===== src/panel_monitor_pkg.sv =====
// constants and types shared by the front-panel monitor block
package panel_monitor_pkg;
  // power-on display selection register
  localparam logic [15:0] SEL_REG_OFFSET = 16'h2528; // register index/address
  localparam logic [15:0] SEL_RESET = 16'h0022; // servo status view
  localparam logic [5:0] SEL_MAX = 6'h2A; // highest legal selection
  // monitor item codes used by this block
  localparam logic [5:0] ITEM_IO = 6'h0A;
  localparam logic [5:0] ITEM_ANALOG = 6'h0B;
  localparam logic [5:0] ITEM_INERTIA = 6'h10;
  localparam logic [5:0] ITEM_CAUSE = 6'h11;
  localparam logic [5:0] ITEM_SINGLE = 6'h15;
  localparam logic [5:0] ITEM_MULTI = 6'h16;
  localparam logic [5:0] ITEM_DEVIATION = 6'h18;
  localparam logic [5:0] ITEM_ENC_ERR = 6'h1E;
  localparam logic [5:0] ITEM_OP_TIME = 6'h1F;
  localparam logic [5:0] ITEM_TEMP = 6'h21;
  localparam logic [5:0] ITEM_STATUS = 6'h22;
  localparam logic [5:0] ITEM_SYNC_FIRST = 6'h24;
  localparam logic [5:0] ITEM_SYNC_LAST = 6'h27;
  localparam logic [5:0] ITEM_OD_INDEX = 6'h29;
  localparam logic [5:0] ITEM_OD_VALUE = 6'h2A;
  // encoder
  localparam int ENC_BITS = 23;
  localparam logic [22:0] SINGLE_MAX = 23'h7FFFFF; // 8388607
  localparam logic [22:0] SINGLE_RESET = 23'h000000;
  localparam logic [15:0] MULTI_RESET = 16'h0000;
  // not-running cause codes
  localparam logic [3:0] CAUSE_NORMAL = 4'h0;
  localparam logic [3:0] CAUSE_UNDERVOLT = 4'h1;
  localparam logic [3:0] CAUSE_NO_SERVO_ON = 4'h2;
  localparam logic [3:0] CAUSE_LIMIT = 4'h3;
  localparam logic [3:0] CAUSE_ALARM = 4'h4;
  localparam logic [3:0] CAUSE_RELAY = 4'h5;
  localparam logic [3:0] CAUSE_INHIBIT = 4'h6;
  localparam logic [3:0] CAUSE_CMD_LOW = 4'h7;
  localparam logic [3:0] CAUSE_CLEAR = 4'h8;
  localparam logic [3:0] CAUSE_CLAMP = 4'h9;
  localparam logic [1:0] CLAMP_MODE_ON = 2'h1;
  // seven-segment bits: {dp,g,f,e,d,c,b,a}
  localparam logic [7:0] SEG_TOP = 8'h01; // a
  localparam logic [7:0] SEG_MID = 8'h40; // g
  localparam logic [7:0] SEG_BOT = 8'h08; // d
  localparam logic [7:0] SEG_UPPER_PAIR = 8'h22; // f,b
  localparam logic [7:0] SEG_LOWER_PAIR = 8'h14; // e,c
  localparam logic [7:0] SEG_DP = 8'h80;
  localparam logic [7:0] SEG_BLANK = 8'h00;
  localparam logic [7:0] SEG_LETTER_A = 8'h77;
  localparam logic [7:0] SEG_LETTER_F = 8'h71;
  localparam logic [7:0] SEG_LETTER_H = 8'h76;
  // deviation sources
  typedef enum logic [1:0] {
    DEV_MOTOR = 2'b00,
    DEV_FULL_CMD = 2'b01,
    DEV_FULL_ENC = 2'b10
  } dev_src_e;
endpackage


===== src/seg_digit.sv =====
// hex nibble to seven-segment pattern with decimal point
`timescale 1ns/10ps
`default_nettype none
module seg_digit (
  input wire logic [3:0] nibble,
  input wire logic dp,
  output logic [7:0] seg
);
  // pattern lookup, bit 7 is the decimal point
  always_comb begin
    unique case (nibble)
      4'h0: seg[6:0] = 7'h3F;
      4'h1: seg[6:0] = 7'h06;
      4'h2: seg[6:0] = 7'h5B;
      4'h3: seg[6:0] = 7'h4F;
      4'h4: seg[6:0] = 7'h66;
      4'h5: seg[6:0] = 7'h6D;
      4'h6: seg[6:0] = 7'h7D;
      4'h7: seg[6:0] = 7'h07;
      4'h8: seg[6:0] = 7'h7F;
      4'h9: seg[6:0] = 7'h6F;
      4'hA: seg[6:0] = 7'h77;
      4'hB: seg[6:0] = 7'h7C;
      4'hC: seg[6:0] = 7'h39;
      4'hD: seg[6:0] = 7'h5E;
      4'hE: seg[6:0] = 7'h79;
      4'hF: seg[6:0] = 7'h71;
    endcase
    seg[7] = dp;
  end
endmodule
`default_nettype wire


===== src/panel_monitor.sv =====
// front-panel monitor: formats drive quantities for a five-digit display
// What this block does
// - active signal lights upper pair, else lower
// - inputs right-to-left, decimal point lit
// - outputs right-to-left, decimal point dark
// - analog bars top/middle/bottom, points mark negative
// - single-turn position spans 0 to 8388607
// - ccw wrap increments turns, cw wrap decrements
// - turn count signed 16-bit, wraps both ways
// - up/down keys pick three tagged deviation sources
// - cause code 0 to 9 shown
// - limit and clamp causes from their conditions
// - left key toggles operating time halves
// - status view combines four status fields
// - holding mode key copies measured inertia ratio
// - selection 0 to 42, reset 34, reset reloads 34 before the restart takes it
// - selection values map to monitor items
`timescale 1ns/10ps
`default_nettype none
module panel_monitor (
  input wire logic clk_sys,
  input wire logic rst_b,
  // register port for the power-on display selection
  input wire logic reg_wr,
  input wire logic [15:0] reg_addr,
  input wire logic [15:0] reg_wdata,
  output logic [15:0] reg_rdata,
  // operator keys, one-cycle pulses except mode hold level
  input wire logic key_up,
  input wire logic key_down,
  input wire logic key_left,
  input wire logic key_mode_hold,
  input wire logic [5:0] key_view_sel,
  input wire logic key_view_load,
  // drive status sources
  input wire logic [9:0] di_active,
  input wire logic [9:0] do_active,
  input wire logic [2:0] analog_level,
  input wire logic [2:0] analog_negative,
  input wire logic enc_step,
  input wire logic enc_ccw,
  input wire logic [15:0] dev_motor,
  input wire logic [15:0] dev_full_cmd,
  input wire logic [15:0] dev_full_enc,
  input wire logic bus_undervolt,
  input wire logic servo_on_input,
  input wire logic limit_function_setting,
  input wire logic positive_limit_input,
  input wire logic negative_limit_input,
  input wire logic vel_cmd_positive,
  input wire logic vel_cmd_negative,
  input wire logic drive_alarm,
  input wire logic relay_closed,
  input wire logic pulse_inhibit_setting,
  input wire logic pulse_inhibit_input,
  input wire logic cmd_too_small,
  input wire logic counter_clear_setting,
  input wire logic counter_clear_input,
  input wire logic [1:0] zero_speed_clamp_mode,
  input wire logic zero_speed_clamp_input,
  input wire logic [31:0] operating_time,
  input wire logic [3:0] drive_state,
  input wire logic [3:0] comm_state,
  input wire logic [3:0] run_mode,
  input wire logic [3:0] run_condition,
  input wire logic [15:0] measured_inertia,
  input wire logic [15:0] generic_value,
  // panel and parameter outputs
  output logic [39:0] seg_out,
  output logic [5:0] shown_item,
  output logic [3:0] cause_code,
  output logic [22:0] single_turn,
  output logic [15:0] multiturn,
  output logic [15:0] inertia_ratio_param,
  output logic inertia_write
);
  // all block state
  typedef struct packed {
    logic [15:0] sel; // stored selection, reloaded with SEL_RESET at restart
    logic started; // selection already sampled after reset
    logic [5:0] item; // item on the panel
    logic [1:0] dev_src; // deviation source
    logic time_high; // operating time half shown
    logic [22:0] single; // single-turn position
    logic [15:0] multi; // turn count
    logic [3:0] cause; // not-running cause
    logic [15:0] inertia; // inertia ratio parameter
    logic hold_done; // mode hold already served
    logic wr_pulse; // inertia write strobe
    logic [39:0] seg; // display latch
  } state_s;
  state_s cur, nxt;
  logic [39:0] raw_seg; // digits from the formatter
  logic [19:0] digit_val; // hex value for five digits
  logic [4:0] digit_dp; // decimal points from value views
  logic [39:0] hex_seg; // decoded value digits
  logic [3:0] cause_now; // combinational cause
  logic [15:0] dev_sel; // selected deviation
  logic [7:0] dev_tag; // prefix letter
  // five hex digit decoders
  genvar gi;
  generate
    for (gi = 0; gi < 5; gi++) begin : g_dig
      seg_digit u_dig (
        .nibble(digit_val[gi*4 +: 4]),
        .dp(digit_dp[gi]),
        .seg(hex_seg[gi*8 +: 8])
      );
    end
  endgenerate
  // not-running cause, lowest code with a true condition wins
  always_comb begin
    cause_now = panel_monitor_pkg::CAUSE_NORMAL;
    if (bus_undervolt) begin
      cause_now = panel_monitor_pkg::CAUSE_UNDERVOLT;
    end else if (!servo_on_input) begin
      cause_now = panel_monitor_pkg::CAUSE_NO_SERVO_ON;
    end else if (limit_function_setting &&
        ((!positive_limit_input && vel_cmd_positive) ||
         (!negative_limit_input && vel_cmd_negative))) begin
      cause_now = panel_monitor_pkg::CAUSE_LIMIT;
    end else if (drive_alarm) begin
      cause_now = panel_monitor_pkg::CAUSE_ALARM;
    end else if (!relay_closed) begin
      cause_now = panel_monitor_pkg::CAUSE_RELAY;
    end else if (pulse_inhibit_setting && pulse_inhibit_input) begin
      cause_now = panel_monitor_pkg::CAUSE_INHIBIT;
    end else if (cmd_too_small) begin
      cause_now = panel_monitor_pkg::CAUSE_CMD_LOW;
    end else if (counter_clear_setting && counter_clear_input) begin
      cause_now = panel_monitor_pkg::CAUSE_CLEAR;
    end else if (zero_speed_clamp_mode == panel_monitor_pkg::CLAMP_MODE_ON &&
        !zero_speed_clamp_input) begin
      cause_now = panel_monitor_pkg::CAUSE_CLAMP;
    end
  end
  // deviation source mux and its tag letter
  always_comb begin
    unique case (panel_monitor_pkg::dev_src_e'(cur.dev_src))
      panel_monitor_pkg::DEV_FULL_CMD: begin
        dev_sel = dev_full_cmd;
        dev_tag = panel_monitor_pkg::SEG_LETTER_F;
      end
      panel_monitor_pkg::DEV_FULL_ENC: begin
        dev_sel = dev_full_enc;
        dev_tag = panel_monitor_pkg::SEG_LETTER_H;
      end
      default: begin
        dev_sel = dev_motor;
        dev_tag = panel_monitor_pkg::SEG_LETTER_A;
      end
    endcase
  end
  // per-item digit formatting
  always_comb begin
    digit_val = 20'h00000;
    digit_dp = 5'b00000;
    raw_seg = hex_seg;
    unique case (cur.item)
      panel_monitor_pkg::ITEM_IO: begin
        // digits 0..4 inputs DI1..DI10, two per digit: even bit right, odd bit left
        for (int k = 0; k < 5; k++) begin
          raw_seg[k*8 +: 8] =
            (di_active[2*k] ? 8'h02 : 8'h04) |
            (di_active[2*k+1] ? 8'h20 : 8'h10) |
            panel_monitor_pkg::SEG_DP;
        end
        if (cur.time_high) begin
          // left key flips to outputs, points dark
          for (int k = 0; k < 5; k++) begin
            raw_seg[k*8 +: 8] =
              (do_active[2*k] ? 8'h02 : 8'h04) |
              (do_active[2*k+1] ? 8'h20 : 8'h10);
          end
        end
      end
      panel_monitor_pkg::ITEM_ANALOG: begin
        raw_seg = {40{1'b0}};
        raw_seg[39:32] =
          (analog_level[0] ? panel_monitor_pkg::SEG_TOP : 8'h00) |
          (analog_level[1] ? panel_monitor_pkg::SEG_MID : 8'h00) |
          (analog_level[2] ? panel_monitor_pkg::SEG_BOT : 8'h00);
        // sign points sit on the two leftmost digits
        if (|analog_negative) begin
          raw_seg[39] = 1'b1;
          raw_seg[31] = 1'b1;
        end
      end
      panel_monitor_pkg::ITEM_SINGLE: begin
        digit_val = cur.time_high ? {17'h00000, cur.single[22:20]}
                                  : cur.single[19:0];
        digit_dp = cur.time_high ? 5'b00011 : 5'b00000;
        raw_seg = hex_seg;
      end
      panel_monitor_pkg::ITEM_MULTI: begin
        digit_val = {4'h0, cur.multi};
        raw_seg = hex_seg;
      end
      panel_monitor_pkg::ITEM_DEVIATION: begin
        digit_val = {4'h0, dev_sel};
        raw_seg = {dev_tag, hex_seg[31:0]};
      end
      panel_monitor_pkg::ITEM_CAUSE: begin
        digit_val = {16'h0000, cur.cause};
        raw_seg = hex_seg;
      end
      panel_monitor_pkg::ITEM_OP_TIME: begin
        digit_val = cur.time_high ? {4'h0, operating_time[31:16]}
                                  : {4'h0, operating_time[15:0]};
        digit_dp = cur.time_high ? 5'b00011 : 5'b00000;
        raw_seg = hex_seg;
      end
      panel_monitor_pkg::ITEM_STATUS: begin
        digit_val = {4'h0, drive_state, comm_state, run_mode, run_condition};
        raw_seg = hex_seg;
      end
      panel_monitor_pkg::ITEM_INERTIA: begin
        digit_val = {4'h0, measured_inertia};
        raw_seg = hex_seg;
      end
      default: begin
        // other items show their generic value
        digit_val = {4'h0, generic_value};
        raw_seg = hex_seg;
      end
    endcase
  end
  // next-state logic
  always_comb begin
    nxt = cur;
    nxt.wr_pulse = 1'b0;
    nxt.cause = cause_now;
    nxt.seg = raw_seg;
    // selection register write, out-of-range values ignored
    if (reg_wr && reg_addr == panel_monitor_pkg::SEL_REG_OFFSET &&
        reg_wdata <= {10'h000, panel_monitor_pkg::SEL_MAX}) begin
      nxt.sel = reg_wdata;
    end
    // first cycle after reset release: take the stored selection
    if (!cur.started) begin
      nxt.started = 1'b1;
      nxt.item = cur.sel[5:0];
    end else if (key_view_load && key_view_sel <= panel_monitor_pkg::SEL_MAX) begin
      nxt.item = key_view_sel;
      nxt.time_high = 1'b0;
    end
    // deviation source stepping
    if (cur.item == panel_monitor_pkg::ITEM_DEVIATION) begin
      if (key_up) begin
        nxt.dev_src = (cur.dev_src == 2'b10) ? 2'b00 : cur.dev_src + 2'b01;
      end else if (key_down) begin
        nxt.dev_src = (cur.dev_src == 2'b00) ? 2'b10 : cur.dev_src - 2'b01;
      end
    end
    // left key toggles halves
    if (key_left && cur.started && !key_view_load) begin
      nxt.time_high = !cur.time_high;
    end
    // encoder position tracking with wrap
    if (enc_step) begin
      if (enc_ccw) begin
        if (cur.single == panel_monitor_pkg::SINGLE_MAX) begin
          nxt.single = 23'h000000;
          nxt.multi = cur.multi + 16'h0001;
        end else begin
          nxt.single = cur.single + 23'h000001;
        end
      end else begin
        if (cur.single == 23'h000000) begin
          nxt.single = panel_monitor_pkg::SINGLE_MAX;
          nxt.multi = cur.multi - 16'h0001;
        end else begin
          nxt.single = cur.single - 23'h000001;
        end
      end
    end
    // inertia write once per mode-key hold
    if (key_mode_hold && cur.item == panel_monitor_pkg::ITEM_INERTIA) begin
      if (!cur.hold_done) begin
        nxt.inertia = measured_inertia;
        nxt.wr_pulse = 1'b1;
        nxt.hold_done = 1'b1;
      end
    end else begin
      nxt.hold_done = 1'b0;
    end
  end
  // state register; selection register survives only as reset value
  always_ff @(posedge clk_sys) begin
    if (!rst_b) begin
      cur <= '0;
      cur.sel <= panel_monitor_pkg::SEL_RESET;
      cur.item <= panel_monitor_pkg::ITEM_STATUS;
      cur.single <= panel_monitor_pkg::SINGLE_RESET;
      cur.multi <= panel_monitor_pkg::MULTI_RESET;
    end else begin
      cur <= nxt;
    end
  end
  // outputs
  assign reg_rdata = cur.sel;
  assign seg_out = cur.seg;
  assign shown_item = cur.item;
  assign cause_code = cur.cause;
  assign single_turn = cur.single;
  assign multiturn = cur.multi;
  assign inertia_ratio_param = cur.inertia;
  assign inertia_write = cur.wr_pulse;
endmodule
`default_nettype wire


===== config.mk =====
export PLATFORM = sky130hd
export DESIGN_NAME = panel_monitor
export DESIGN_NICKNAME = d
export VERILOG_FILES = /design/src/panel_monitor_pkg.sv /design/src/seg_digit.sv /design/src/panel_monitor.sv
export SDC_FILE = /design/constraint.sdc
export NUM_CORES = 1
export LEC_CHECK = 0
export BUFFER_PORTS_ARGS = -buffer_cell sky130_fd_sc_hd__buf_4
export CORE_UTILIZATION = 30
export DETAILED_ROUTE_END_ITERATION = 12
export SKIP_CTS_REPAIR_TIMING = 1
export SLEW_MARGIN = 0
export SYNTH_ARGS = -nofsm -noshare
export SYNTH_HDL_FRONTEND = slang
export SYNTH_SLANG_ARGS = --single-unit

===== constraint.sdc =====
create_clock -name clk_sys -period 9.5 [get_ports clk_sys]
set_clock_uncertainty 0.05 [all_clocks]
set_input_delay 2.375 -clock clk_sys [delete_from_list [all_inputs] [get_ports clk_sys]]
set_output_delay 2.375 -clock clk_sys [all_outputs]
set_load 0.005 [all_outputs]

==> results.yml <==
clock_network:
  numCtsBuffers: 17
  htreeDepth: 4
  cts_tree: "built"
  path_clk_slew_ns: 0.07
  cts_sinks: 125
  cts.path.max_buffers: 2
  insertion_delay_ns: 0.43
  root_buffer: "clkbuf_16"
sta:
  finalMaxSlewViolations: 0
  rsz0062_at_grt: "false"
  post-route-period-util: 0.542
  fmax_mhz: 194
  tns_ns: 0
  tightest_slew_ns: 1.03
  setup_violations: 0
  final.setup.worst_slack_ns: 4.35
  hold_viol_final: 0
  finalCriticalPeriod_ns: 5.15
  relSlewSlack: 0.308
placement:
  gp_congestion: 0.875
  port_buffers: 340
  dp_slack_ns: 4.00
  hpwl_um: 28600
grt:
  grt_start_max_net_pins: 72
  grt_usage: 0.215
  antenna_found_initial: 0
  grt_pass1_wl_um: 54700
  grt_pass1_vias: 9246
  overflow: 0
die:
  die_height_um: 185
  placementRows: 66
  num_io_pins: 341
  die_x_um: 185
  fp.coreArea_um2: 32700
  fp.dieArea_um2: 34100
  start_util: 0.306
yosys:
  ys_types: 91
  synth_flop_cell: "dfxtp_1"
  ys_seq_elements: 125
  syn_area_per_cell_um2: 8.00
  ys_async_sr_fraction: 0
  synthCells: 1250
  synth_edf_count: 0
  synth_area_um2: 10000
  yosys_warnings: 0
  synth_nets: 1518
  seq_area_frac_synth: 0.250
detailed_routing:
  route.detailed.drc: 0
  drt-initial-drc-count: 727
  vias: 9872
  dr.pass1.iters: 8
  postRouteAntennaNets: 0
  finalWirelength_um: 37300
  wl_per_cell_um: 19.9
  vias_per_cell: 5.27
critical_path:
  cp-startpoint: "enc_ccw"
  critPathKind: "in -> reg"
  timing.rr.end: "seg_out[6]$_SDFF_PN0_"
  cp_max_fo: 42
  required_ns: 9.81
  rrSetupSlack_ns: 5.61
  crit_arrival_ns: 5.46
  reg2reg_from: "shown_item[5]$_SDFFE_PN1P_"
  crit_path_start_kind: "input port"
  r2r_cells: 11
  endpoint_kind: "flop"
min_path:
  hp-class: "reg -> reg"
  whs_endpoint: "reg_rdata[8]$_SDFFE_PN0P_"
  min_path_cells: 1
  hp-start: "reg_rdata[8]$_SDFFE_PN0P_"
power_and_ir_drop:
  p_leak_nw: 5.31
  p_per_area_nw_per_um2: 138
  vdd_drop_max_uv: 115
  finalPower_w: 0.00173
final_layout:
  final_common_cell: "buf_4"
  layout-drive-gt1-share: 0.303
  n_antenna_cell: 0
  area_growth_pct: 25.1
  final_cell_mix: "buf_4 (354), nand2_1 (127), dfxtp_1 (124)"
  post-route-util: 0.383
  fin_nets: 1687
status:
  status: "complete, no violations"
run:
  max_cap_violations: 0
final cells by class:
class                           instances  area (um^2)
Tap cell                              442          553
Fill cell                            3476        20200
Clock inverter                         14          159
Clock buffer                           18          439
Sequential cell                       125         2500
Timing Repair Buffer                  354         2660
Multi-Input combinational cell        887         6070
Inverter                               34          130
cells by family after synthesis:
group	Yosys count	share of synthesized area
buf+inv	238	0.143
compound gates	323	0.226
flops	125	0.250
mux	80	0.0855
simple gates	416	0.216
xor+xnor	19	0.0166
fa+ha+maj	49	0.0621
layer usage:
metal,global-route usage,vias to the layer above,part of all wire
met4,0.0850,0,0.029
met3,0.0468,45,0.074
met1,0.275,4634,0.44
li1,-,4762,-
met5,0,-,0
met2,0.349,431,0.46
worst max-delay path: stages:
cell	delay [ns]
buf_4	0.37
inv_1	0.56
ha_1	0.57
a2111o_1	0.41
o221ai_1	0.27
a21oi_1	0.17
a31oi_1	0.21
a21oi_1	0.11
mux2i_1	0.19
mux2i_1	0.19
cells in the mapped netlist (7+ instances only):
library cell,number,share of area
a211oi_1,9,0.0068
a21boi_0,22,0.017
a21o_1,13,0.0098
a21oi_1,67,0.034
a221oi_1,20,0.018
a222oi_1,12,0.012
a22oi_1,22,0.017
a31oi_1,9,0.0056
and2_1,23,0.014
and3_1,7,0.0044
buf_2,21,0.011
buf_4,122,0.092
buf_6,7,0.0079
clkbuf_1,50,0.019
dfxtp_1,125,0.25
ha_1,48,0.060
inv_1,30,0.011
mux2_2,12,0.014
mux2i_1,63,0.063
nand2_1,127,0.048
nand3_1,32,0.016
nand4_1,7,0.0044
nor2_1,72,0.027
nor2b_1,35,0.022
nor3_1,41,0.021
nor4_1,7,0.0044
o211a_1,7,0.0070
o21ai_0,59,0.030
o221ai_1,7,0.0061
o22ai_1,10,0.0063
or3_1,12,0.0075
xnor2_1,14,0.012
registers in the layout, summed over array words and instances (netlist names):
register / count
seg_out: 38
inertia_ratio_param: 16
single_turn: 23
shown_item: 6
cur: 5
reg_rdata: 16
cause_code: 4
inertia_write: 1
multiturn: 16
power by group:
group | leakage [nW] | switching, W | total, W | internal, W
Clock | 0.281 | 0.000287 | 0.000685 | 0.000398
Sequential | 1.02 | 0.0000385 | 0.000596 | 0.000557
Combinational | 4.01 | 0.000227 | 0.000445 | 0.000218
Total | 5.31 | 0.000552 | 0.00173 | 0.00117
metrics by stage:
| step | instance area (um^2) | hold WS, ns | cells |
|---|---|---|---|
| 3_5_place_dp | 11900 | 0.396 | 1842 |
| 5_1_grt | 12500 | 0.435 | 1874 |
| 4_1_cts | 12500 | 0.417 | 1874 |
| 2_1_floorplan | 10000 | 0.381 | 1250 |
| 3_3_place_gp | 11900 | 0.394 | 1842 |
| 6_report | 12500 | 0.412 | 1874 |
worst max-delay path by stage:
| stage | end | slack [ns] | cells after the start |
|---|---|---|---|
| 3_3_place_gp | multiturn[13]$_SDFFE_PN0P_ | 4.03 | 10 |
| 3_5_place_dp | multiturn[15]$_SDFFE_PN0P_ | 4.00 | 10 |
| 4_1_cts | multiturn[15]$_SDFFE_PN0P_ | 4.43 | 10 |
| 6_report | multiturn[15]$_SDFFE_PN0P_ | 4.35 | 10 |
| 5_1_grt | multiturn[13]$_SDFFE_PN0P_ | 4.16 | 10 |
| 2_1_floorplan | multiturn[13]$_SDFFE_PN0P_ | 4.57 | 10 |
(Power assumes the default switching activity.)
